## config.mk

```make
export PLATFORM = sky130hd
export DESIGN_NAME = tlr_dev_flat
export DESIGN_NICKNAME = d
export VERILOG_FILES = /design/src/design/tlr_pkg.sv /design/src/design/tlr_if.sv /design/src/design/tlr_dev.sv /design/src/flat_wrapper.sv
export SDC_FILE = /design/constraint.sdc
export NUM_CORES = 1
export LEC_CHECK = 0
export ABC_CLOCK_PERIOD_IN_PS = 3700
export BUFFER_PORTS_ARGS = -buffer_cell sky130_fd_sc_hd__buf_4
export CAP_MARGIN = 20
export CORE_MARGIN = 8
export CORE_UTILIZATION = 35
export CTS_BUF_LIST = sky130_fd_sc_hd__clkbuf_8
export DETAILED_ROUTE_END_ITERATION = 7
export PLACE_DENSITY = 0.72
export SLEW_MARGIN = 20
export SYNTH_ARGS = -nofsm -noshare
export SYNTH_HDL_FRONTEND = slang
export SYNTH_SLANG_ARGS = --single-unit
```

## constraint.sdc

```tcl
create_clock -name ref_clk -period 3.7 [get_ports ref_clk]
set_input_delay 0.185 -clock ref_clk [delete_from_list [all_inputs] [get_ports ref_clk]]
set_output_delay 0.185 -clock ref_clk [all_outputs]
set_load 0.005 [all_outputs]
```

## src/design/tlr_pkg.sv

```systemverilog
package tlr_pkg;
	// register offsets (command codes)
	localparam logic [7:0] TLR_OFF_OT_LIMIT = 8'h4F;
	localparam logic [7:0] TLR_OFF_IIN_LIMIT = 8'h5D;
	localparam logic [7:0] TLR_OFF_PIN_LIMIT = 8'h6B;
	localparam logic [7:0] TLR_OFF_IREF = 8'hE0;
	localparam logic [7:0] TLR_OFF_STATUS_BYTE = 8'h78;
	localparam logic [7:0] TLR_OFF_STATUS_WORD = 8'h79;
	localparam logic [7:0] TLR_OFF_STATUS_OUT = 8'h7A;
	localparam logic [7:0] TLR_OFF_STATUS_INPUT = 8'h7C;
	localparam logic [7:0] TLR_OFF_STATUS_TEMP = 8'h7D;
	localparam logic [7:0] TLR_OFF_VENDOR2 = 8'h81;
	localparam logic [7:0] TLR_OFF_LOG_PTR = 8'hE6;
	localparam logic [7:0] TLR_OFF_CLEAR_FAULTS = 8'h03;
	localparam logic [7:0] TLR_OFF_WRITE_LOCK = 8'hFA;
	// host-side registers
	localparam logic [7:0] TLR_HOFF_CMD = 8'h00;
	localparam logic [7:0] TLR_HOFF_WDATA = 8'h01;
	localparam logic [7:0] TLR_HOFF_RDATA = 8'h02;
	localparam logic [7:0] TLR_HOFF_STAT = 8'h03;
	// reset values, limit maximum and unlock key
	localparam logic [15:0] TLR_RST_OT_LIMIT = 16'h0085;
	localparam logic [15:0] TLR_RST_IIN_LIMIT = 16'h00FF;
	localparam logic [15:0] TLR_RST_PIN_LIMIT = 16'h00FF;
	localparam logic [5:0] TLR_RST_IREF = 6'h32;
	localparam logic [7:0] TLR_LIMIT_MAX = 8'hFF;
	localparam logic [7:0] TLR_UNLOCK_KEY = 8'h00;
	// status bit positions
	localparam int TLR_SB_SWITCH_OFF = 6;
	localparam int TLR_SB_TEMP = 2;
	localparam int TLR_SB_OTHER = 0;
	localparam int TLR_SW_OUT = 15;
	localparam int TLR_SW_INPUT = 13;
	localparam int TLR_SW_PGB = 11;
	localparam int TLR_SW_OTHER = 8;
	localparam int TLR_SO_UV_WARN = 5;
	localparam int TLR_SI_PWR_WARN = 0;
	localparam int TLR_SI_CUR_WARN = 1;
	localparam int TLR_ST_OT_FAULT = 7;
	localparam int TLR_V2_PGB = 4;
	localparam int TLR_V2_EOF_WARN = 0;
	// mask bit positions
	localparam int TLR_AM_TEMP = 0;
	localparam int TLR_AM_PGB = 1;
	localparam int TLR_AM_OUT = 2;
	localparam int TLR_AM_IN = 3;
	localparam int TLR_FM_THERMAL = 0;
	// gpio function codes
	localparam logic [2:0] TLR_GPIO_DEDICATED = 3'h0;
	// event log
	localparam logic [2:0] TLR_LOG_LAST = 3'h6;
	localparam int TLR_LOG_DEPTH = 7;
	localparam logic [3:0] TLR_EV_PWR = 4'h1;
	localparam logic [3:0] TLR_EV_CUR = 4'h2;
	typedef enum logic [1:0] {TLR_OP_NONE, TLR_OP_WRITE, TLR_OP_READ} tlr_op_t;
endpackage

```

## src/design/tlr_if.sv

```systemverilog
`timescale 1ns/10ps
interface tlr_if;
	logic wr;
	logic rd;
	logic [7:0] addr;
	logic [15:0] wdata;
	logic [15:0] rdata;
	logic alert_n;
	modport dev(input wr, input rd, input addr, input wdata, output rdata, output alert_n);
	modport host(output wr, output rd, output addr, output wdata, input rdata, input alert_n);
endinterface

```

## src/design/tlr_dev.sv

```systemverilog
// Strobed register access was left to the implementer.
`timescale 1ns/10ps
module tlr_dev
	import tlr_pkg::*;
(
	input wire logic ref_clk,
	input wire logic rst_n,
	input wire logic clk_en,
	tlr_if.dev link,
	input wire logic [15:0] temp_code,
	input wire logic [15:0] power_code,
	input wire logic [15:0] current_code,
	input wire logic [3:0] alert_mask,
	input wire logic [0:0] fault_mask,
	input wire logic [2:0] pin1_func,
	input wire logic [2:0] pin2_func,
	input wire logic [2:0] pin4_func,
	input wire logic log_free,
	input wire logic [15:0] timestamp,
	output logic [5:0] dac_code,
	output logic power_good,
	output logic fault_pin,
	output logic log_we,
	output logic [2:0] log_addr,
	output logic [19:0] log_data
);
	import tlr_pkg::*;

	// ------------------------------------------------------------
	// limit registers
	// ------------------------------------------------------------
	// limits are raw direct-format codes; no unit conversion here
	logic [15:0] ot_lim_q;
	logic [15:0] iin_lim_q;
	logic [15:0] pin_lim_q;
	logic [5:0] iref_q;
	logic unlocked_q;
	logic ot_q;
	logic pwr_q;
	logic cur_q;
	logic [2:0] ptr_q;
	logic [15:0] rdata_q;
	logic [15:0] rdata_d;

	// limit and reference writes land only when unlocked, guarding against stray writes; write_lock and clear_faults always act
	wire wr_ok = link.wr && unlocked_q;
	wire lock_wr = link.wr && link.addr == TLR_OFF_WRITE_LOCK;
	wire clr = link.wr && link.addr == TLR_OFF_CLEAR_FAULTS;

	// ------------------------------------------------------------
	// detection
	// ------------------------------------------------------------
	wire ot_now = temp_code > ot_lim_q;
	wire pwr_now = power_code > pin_lim_q;
	wire cur_now = current_code > iin_lim_q;
	// set wins over clear; clear needs the condition to be gone
	wire ot_d = ot_now || (ot_q && !clr);
	wire pwr_d = pwr_now || (pwr_q && !clr);
	wire cur_d = cur_now || (cur_q && !clr);
	wire pwr_rise = pwr_now && !pwr_q;
	wire cur_rise = cur_now && !cur_q;
	wire ev = pwr_rise || cur_rise;
	wire log_go = ev && log_free;
	wire [2:0] ptr_d = ptr_q < TLR_LOG_LAST ? ptr_q + 3'h1 : 3'h0;

	// ------------------------------------------------------------
	// status views
	// ------------------------------------------------------------
	wire in_any = pwr_q || cur_q;
	// flags are widened before shifting so no bit is lost to a one-bit shift
	wire [7:0] st_byte = ({7'h00, ot_q} << TLR_SB_SWITCH_OFF) | ({7'h00, ot_q} << TLR_SB_TEMP)
		| ({7'h00, ot_q || in_any} << TLR_SB_OTHER);
	wire [15:0] st_word = ({15'h0000, ot_q} << TLR_SW_OUT) | ({15'h0000, ot_q} << TLR_SW_PGB)
		| ({15'h0000, in_any} << TLR_SW_INPUT) | ({15'h0000, ot_q || pwr_q} << TLR_SW_OTHER)
		| {8'h00, st_byte};
	wire [7:0] st_out = {7'h00, ot_q} << TLR_SO_UV_WARN;
	wire [7:0] st_in = ({7'h00, pwr_q} << TLR_SI_PWR_WARN) | ({7'h00, cur_q} << TLR_SI_CUR_WARN);
	wire [7:0] st_temp = {7'h00, ot_q} << TLR_ST_OT_FAULT;
	wire [7:0] st_v2 = ({7'h00, ot_q} << TLR_V2_PGB) | ({7'h00, in_any} << TLR_V2_EOF_WARN);

	// ------------------------------------------------------------
	// pins
	// ------------------------------------------------------------
	wire ot_alert = ot_q && !alert_mask[TLR_AM_TEMP] && !alert_mask[TLR_AM_PGB]
		&& !alert_mask[TLR_AM_OUT];
	wire in_alert = in_any && !alert_mask[TLR_AM_IN];
	assign link.alert_n = !((ot_alert || in_alert) && pin4_func == TLR_GPIO_DEDICATED);
	assign power_good = !(ot_q && pin1_func == TLR_GPIO_DEDICATED);
	assign fault_pin = ot_q && !fault_mask[TLR_FM_THERMAL]
		&& pin2_func == TLR_GPIO_DEDICATED;
	assign dac_code = iref_q;
	assign log_addr = ptr_q;
	assign link.rdata = rdata_q;

	always_comb begin
		rdata_d = 16'h0000;
		unique case (link.addr)
			TLR_OFF_OT_LIMIT: rdata_d = ot_lim_q;
			TLR_OFF_IIN_LIMIT: rdata_d = iin_lim_q;
			TLR_OFF_PIN_LIMIT: rdata_d = pin_lim_q;
			TLR_OFF_IREF: rdata_d = {10'h000, iref_q};
			TLR_OFF_STATUS_BYTE: rdata_d = {8'h00, st_byte};
			TLR_OFF_STATUS_WORD: rdata_d = st_word;
			TLR_OFF_STATUS_OUT: rdata_d = {8'h00, st_out};
			TLR_OFF_STATUS_INPUT: rdata_d = {8'h00, st_in};
			TLR_OFF_STATUS_TEMP: rdata_d = {8'h00, st_temp};
			TLR_OFF_VENDOR2: rdata_d = {8'h00, st_v2};
			TLR_OFF_LOG_PTR: rdata_d = {13'h0000, ptr_q};
			TLR_OFF_WRITE_LOCK: rdata_d = {15'h0000, !unlocked_q};
			default: rdata_d = 16'h0000;
		endcase
	end

	// ------------------------------------------------------------
	// state
	// ------------------------------------------------------------
	always_ff @(posedge ref_clk) begin
		if (!rst_n) begin
			ot_lim_q <= TLR_RST_OT_LIMIT;
			iin_lim_q <= TLR_RST_IIN_LIMIT;
			pin_lim_q <= TLR_RST_PIN_LIMIT;
			iref_q <= TLR_RST_IREF;
			unlocked_q <= 1'b0;
			ot_q <= 1'b0;
			pwr_q <= 1'b0;
			cur_q <= 1'b0;
			ptr_q <= 3'h0;
			rdata_q <= 16'h0000;
			log_we <= 1'b0;
			log_data <= 20'h00000;
		end else if (clk_en) begin
			if (lock_wr) unlocked_q <= link.wdata[7:0] == TLR_UNLOCK_KEY;
			if (wr_ok && link.addr == TLR_OFF_OT_LIMIT) ot_lim_q <= {8'h00, link.wdata[7:0]};
			if (wr_ok && link.addr == TLR_OFF_IIN_LIMIT) iin_lim_q <= {8'h00, link.wdata[7:0]};
			if (wr_ok && link.addr == TLR_OFF_PIN_LIMIT) pin_lim_q <= {8'h00, link.wdata[7:0]};
			if (wr_ok && link.addr == TLR_OFF_IREF) iref_q <= link.wdata[5:0];
			ot_q <= ot_d;
			pwr_q <= pwr_d;
			cur_q <= cur_d;
			if (link.rd) rdata_q <= rdata_d;
			log_we <= log_go;
			if (log_go) begin
				log_data <= {pwr_rise ? TLR_EV_PWR : TLR_EV_CUR, timestamp};
				ptr_q <= ptr_d;
			end
		end
	end
endmodule

```

## src/flat_wrapper.sv

```systemverilog
// flat-port wrapper written by rule: the top's interface ports become plain ports
module tlr_dev_flat import tlr_pkg::*;
  (ref_clk, rst_n, clk_en, temp_code, power_code, current_code, alert_mask, fault_mask, pin1_func, pin2_func, pin4_func, log_free, timestamp, dac_code, power_good, fault_pin, log_we, log_addr, log_data, link_wr, link_rd, link_addr, link_wdata, link_rdata, link_alert_n);
  tlr_if link_i ();
  input wire logic ref_clk;
  input wire logic rst_n;
  input wire logic clk_en;
  input wire logic [15:0] temp_code;
  input wire logic [15:0] power_code;
  input wire logic [15:0] current_code;
  input wire logic [3:0] alert_mask;
  input wire logic [0:0] fault_mask;
  input wire logic [2:0] pin1_func;
  input wire logic [2:0] pin2_func;
  input wire logic [2:0] pin4_func;
  input wire logic log_free;
  input wire logic [15:0] timestamp;
  output logic [5:0] dac_code;
  output logic power_good;
  output logic fault_pin;
  output logic log_we;
  output logic [2:0] log_addr;
  output logic [19:0] log_data;
  input wire logic [$bits(link_i.wr)-1:0] link_wr;
  input wire logic [$bits(link_i.rd)-1:0] link_rd;
  input wire logic [$bits(link_i.addr)-1:0] link_addr;
  input wire logic [$bits(link_i.wdata)-1:0] link_wdata;
  output wire logic [$bits(link_i.rdata)-1:0] link_rdata;
  output wire logic [$bits(link_i.alert_n)-1:0] link_alert_n;
  assign link_i.wr = link_wr;
  assign link_i.rd = link_rd;
  assign link_i.addr = link_addr;
  assign link_i.wdata = link_wdata;
  assign link_rdata = link_i.rdata;
  assign link_alert_n = link_i.alert_n;
  tlr_dev u_core (.ref_clk(ref_clk), .rst_n(rst_n), .clk_en(clk_en), .link(link_i), .temp_code(temp_code), .power_code(power_code), .current_code(current_code), .alert_mask(alert_mask), .fault_mask(fault_mask), .pin1_func(pin1_func), .pin2_func(pin2_func), .pin4_func(pin4_func), .log_free(log_free), .timestamp(timestamp), .dac_code(dac_code), .power_good(power_good), .fault_pin(fault_pin), .log_we(log_we), .log_addr(log_addr), .log_data(log_data));
endmodule
```

# --- After elaboration in Yosys (flattened, before gate mapping) ---
# Index checks and enable logic that the tools add are counted.
totals:
  output_inout_bits: 49
  register_bits: 74
classes:
  bitwise_logic: 8
  magnitude_cmp: 4
  n_addsub: 1
  n_eq_ne: 13
  reduce_logical: 51
  mux: 3
op_table:
  columns: ["operator", "count"]
  rows:
  - ["16-bit case mux with 12 select lines", 1]
  - ["8-bit by 7-bit == test with 1-bit output, second input constant", 8]
  - ["16-bit by 8-bit greater-than comparator with 1-bit output", 3]
  - ["8-bit == test, second input constant", 4]
  - ["1-bit logical AND", 21]
  - ["16-bit by 12-bit OR with 16-bit output", 1]
  - ["16-bit by 14-bit OR with 16-bit output", 1]
  - ["16-bit by 8-bit OR with 16-bit output", 1]
  - ["16-bit by 9-bit OR with 16-bit output", 1]
  - ["2-bit AND reduction", 7]
  - ["1-bit logical NOT", 11]
  - ["3-bit logical NOT", 3]
  - ["8-bit by 2-bit == test with 1-bit output, second input constant", 1]
  - ["8-bit logical NOT", 1]
  - ["1-bit logical OR", 8]
  - ["8-bit by 1-bit OR with 8-bit output", 1]
  - ["7-bit by 3-bit OR with 7-bit output", 1]
  - ["5-bit by 1-bit OR with 5-bit output", 1]
  - ["3-bit by 1-bit adder with 3-bit output, second input constant", 1]
  - ["3-bit less-than comparator, second input constant", 1]
  - ["3-bit two-way mux", 1]
  - ["2-bit two-way mux", 1]
  - ["1-bit by 2-bit OR with 2-bit output", 1]

# --- Longest topological paths before layout ---
logic_depth:
  word_depth: 7
  mapped_depth: 9
  depth_no_buf: 8

# --- Worst setup path before layout ---
# No wires, ideal clock.
synth_timing:
  kind: "register -> register"
  from: "register u_core.pin_lim_q[7]"
  to: "register u_core.log_data[7]"
  path_stages_with_launch: 10
  arrival_time_ps: 1877
  path_buffers: 1
  required_ps: 3582
  setup_slack_ps: 1705
  synth_period_minus_slack_ps: 1995
  setup_time_ps: 118
  cell_sequence: "dfxtp_1 -> inv_1 -> ha_1 -> nand4_1 -> nand2b_1 -> a21o_1 -> a311oi_4 -> nor2_8 -> buf_12 -> mux2i_1"
synth_between:
  elab_chain_cells: 5
synth_rtl:
  columns: ["item", "line_no", "rtl"]
  rows:
  - ["from (decl)", "tlr_dev.sv:35", "logic [15:0] pin_lim_q;"]
  - ["from (signal assigned)", "tlr_dev.sv:135", "if (wr_ok && link.addr == TLR_OFF_PIN_LIMIT) pin_lim_q <= {8'h00, link.wdata[7:0]};"]
  - ["16-bit by 8-bit greater-than comparator with 1-bit output", "tlr_dev.sv:54", "wire pwr_now = power_code > pin_lim_q;"]
  - ["1-bit logical AND", "tlr_dev.sv:60", "wire pwr_rise = pwr_now && !pwr_q;"]
  - ["1-bit logical OR", "tlr_dev.sv:62", "wire ev = pwr_rise || cur_rise;"]
  - ["1-bit logical AND", "tlr_dev.sv:63", "wire log_go = ev && log_free;"]
  - ["2-bit AND reduction (no source line)", null, null]
  - ["to (signal assigned)", "tlr_dev.sv:143", "log_data <= {pwr_rise ? TLR_EV_PWR : TLR_EV_CUR, timestamp};"]
  - ["to (decl)", "tlr_dev.sv:25", "output logic [19:0] log_data"]
# No other way between the ends.
# A chain may end at the register's enable or synchronous reset.

# --- Worst setup path after layout ---
layout_timing:
  from: "register u_core.pin_lim_q[7]"
  to: "register u_core.log_data[10]"
# Same word-level chain as after synthesis.

==> impl_metrics.tcl <==
set metrics [dict create \
    clock_latency_ns 0.34 \
    drv_cap 0 \
    drt-total-wl_microns 12510 \
    rsz0062_at_grt "false" \
    cts_tree "built" \
    ant_nets 0 \
    cts_root_buffer "clkbuf_8" \
    hold_violations 0 \
    ys_types 58 \
    worst_setup_path_start_kind "flip-flop" \
    critical_path_class "flip-flop to flip-flop" \
    synthTopCellsByArea "dfxtp_1 (35%), nand2_1 (8.6%), ha_1 (8.1%)" \
    grt_first_pass_wirelength_microns 19490 \
    p_switching_w 0.0003974 \
    combPwrFrac 0.157 \
    tightest_slew_ns 0.7660 \
    hold_buffers 0 \
    post-route-min-period_ns 2.386 \
    fin_crit_sh 0.6447 \
    die_area_sq_um 14670 \
    p_leak_nw 2.371 \
    num_rows 38 \
    fp.dieH_microns 121.1 \
    critPathMaxFanout 19 \
    end_kind "flip-flop" \
    syn_inst 470 \
    cts.repair.resized 0 \
    ios 157 \
    grt_pass1_vias 3830 \
    outcome "completed" \
    cp_slowest_cell "o21ai_0" \
    crit_required_ns 3.96 \
    place.gp.congestion 0.8889 \
    async_reset_ff_frac 0 \
    switching_share 0.2498 \
    ir_worst_vdd_v 0.0001332 \
    synth_top_family_by_area "simple AND/OR/NAND/NOR gates" \
    ys_warn_count 0 \
    fillCellCount 1058 \
    setup_viol 0 \
    max_stage_delay_ns 0.56 \
    grt_overflow_total 0 \
    p_per_area_nw_per_um2 310.0 \
    power_w 0.001591 \
    drt-vias-per-instance 5.251 \
    nets 729 \
    numCtsBuffers 9 \
    track_usage 0.1661 \
    p_int_w 0.001194 \
    antennaDiodeCount 0 \
    wire_per_inst_microns 16.89 \
    synth.avg_cell_area_sq_um 8.229 \
    max_freq_mhz 419.2 \
    synthTopCellsByCount "nand2_1 (89), dfxtp_1 (67), inv_1 (30)" \
    groute.layer.met1.usage 0.1941 \
    grt_start_max_net_pins 67 \
    area_growth_pct 32.74 \
    crit_arrival_ns 2.65 \
    dp.cells 725 \
    first_pass_iters 8 \
    design_area_sq_um 5134 \
    fin_tns_setup_ns 0 \
    grt_antenna_before_repair 0 \
    die_w_microns 121.1 \
    cp_cell_sequence "inv_1 > ha_1 > nand4_1 > o21ai_0 > a311oi_4 > nor2_8 > mux2i_1" \
    drv_slew 0 \
    clockBufferDepth 2 \
    start_util 0.3583 \
    yosysSeqAreaShare 0.3468 \
    ys_seq_elements 67 \
    clockPowerShare 0.367 \
    grt-busiest-layer "met2" \
    drc 0 \
    coreArea_sq_um 10790 \
    layout_setup_ws_ns 1.314 \
    synth_top_area_frac 0.3468 \
    met2_usage 0.2832 \
    grtUsageMet3 0.03955 \
    io_buffers 142 \
    synthMostInstantiatedCell "nand2_1" \
    placed_area_sq_um 4946 \
    ys.flop_type "dfxtp_1" \
    stdcell_count 741 \
    synth_adder_area_share 0.08088 \
    post_cts_buffers 0 \
    finClkSkew_ns 0.008876 \
    muxShareOfSynthArea 0.06212 \
    synth_edf_count 0 \
    vias 3891 \
    synth-compound-area-share 0.1770 \
    drtIter0Drc 251 \
    syn_area_sq_um 3867 \
    slew_headroom 0.4846 \
    hpwl_microns 10090 \
    drive_gt1_frac 0.2795 \
    min-delay-path-class "input port to flip-flop" \
    path_clk_slew_ns 0.07 \
    synth_xor_xnor_area_share 0 \
    dp_slack_ns 1.303 \
    synth_top_area_cell "dfxtp_1" \
    cts_sinks 67 \
    seqPwrFrac 0.477 \
    synth-simple-area-share 0.2562 \
    h-tree-depth 3 \
]
-- cell families after synthesis --
logic type                 Yosys count
AOI/OAI and AO/OA                   96
adders and majority gates           25
buffers and inverters               62
DFF                                 67
muxes                               24
other                                1
and+or+nand+nor                    195
-- flip-flops by register name, indices dropped and copies added, names as in the netlist, 3 cells and up --
signal,flops
u_core.log_data,18
u_core.dac_code,6
u_core.link.rdata,11
u_core.pin_lim_q,8
u_core.ot_lim_q,8
u_core.log_addr,3
u_core.iin_lim_q,8
-- metal layers --
metal / vias to the layer above / part of all wire
li1: 1910 / -
met1: 1782 / 0.40
met2: 184 / 0.49
met3: 15 / 0.086
met4: 0 / 0.019
met5: - / 0
-- worst max-delay path, delay by kind of cell (launching register included) --
family	cells	cell delay [ns]
fa+ha+maj	1	0.31
mux	1	0.24
buf+inv	1	0.07
compound gates	2	0.80
flops	1	0.36
simple gates	2	0.52
-- area by class of cell --
type / instances / area (sq um) / area share
tap: 140 / 175.2 / 0.03412
timing repair buffer: 142 / 1066 / 0.2077
multi-input combinational: 346 / 2251 / 0.4385
clock buffer: 10 / 137.6 / 0.02681
clock inverter: 6 / 50.05 / 0.009749
inverter: 30 / 112.6 / 0.02194
sequential: 67 / 1341 / 0.2613
-- layout by cell type (no fill, tap or decap), types with 8 or more instances in the layout --
master	n
buf_4	142
nand2_1	89
dfxtp_1	67
inv_1	34
ha_1	25
mux2i_1	24
a21oi_1	22
nor2_1	21
o211ai_1	21
nand3_1	20
o21ai_0	14
clkbuf_8	10
nor3_1	8
-- path summary, 6_finish.rpt --
kind                                                         from                                 to  slack (ns)  cells past startpoint
worst min-delay path                                 timestamp[2]    u_core.log_data[2]$_SDFFE_PN0P_         0.1                      3
worst min register to register  u_core.link.rdata[2]$_SDFFE_PN0P_  u_core.link.rdata[2]$_SDFFE_PN0P_        0.46                      2
worst max register to register   u_core.pin_lim_q[7]$_SDFFE_PN1P_   u_core.log_data[10]$_SDFFE_PN0P_        1.31                      7
worst max-delay path             u_core.pin_lim_q[7]$_SDFFE_PN1P_   u_core.log_data[10]$_SDFFE_PN0P_        1.31                      7
-- per-stage QoR --
stage                       util  hold slack [ns]
after floorplan                -           0.3135
after global placement    0.4583           0.4385
after detailed placement  0.4583           0.4494
after CTS                 0.4757          0.08193
after global routing      0.4757          0.08895
final                     0.4757          0.09753
-- power groups by stage --
stage | sequential (W) | clock, W | combinational [W]
3_3_place_gp | 0.000773 | 0 | 0.000244
6_report | 0.000758 | 0.000584 | 0.000249
5_1_grt | 0.000761 | 0.000623 | 0.000272
3_5_place_dp | 0.000775 | 0 | 0.000251
2_1_floorplan | 0.000770 | 0 | 0.000117
4_1_cts | 0.000759 | 0.000594 | 0.000251
Power figures use the tool's default switching activity.
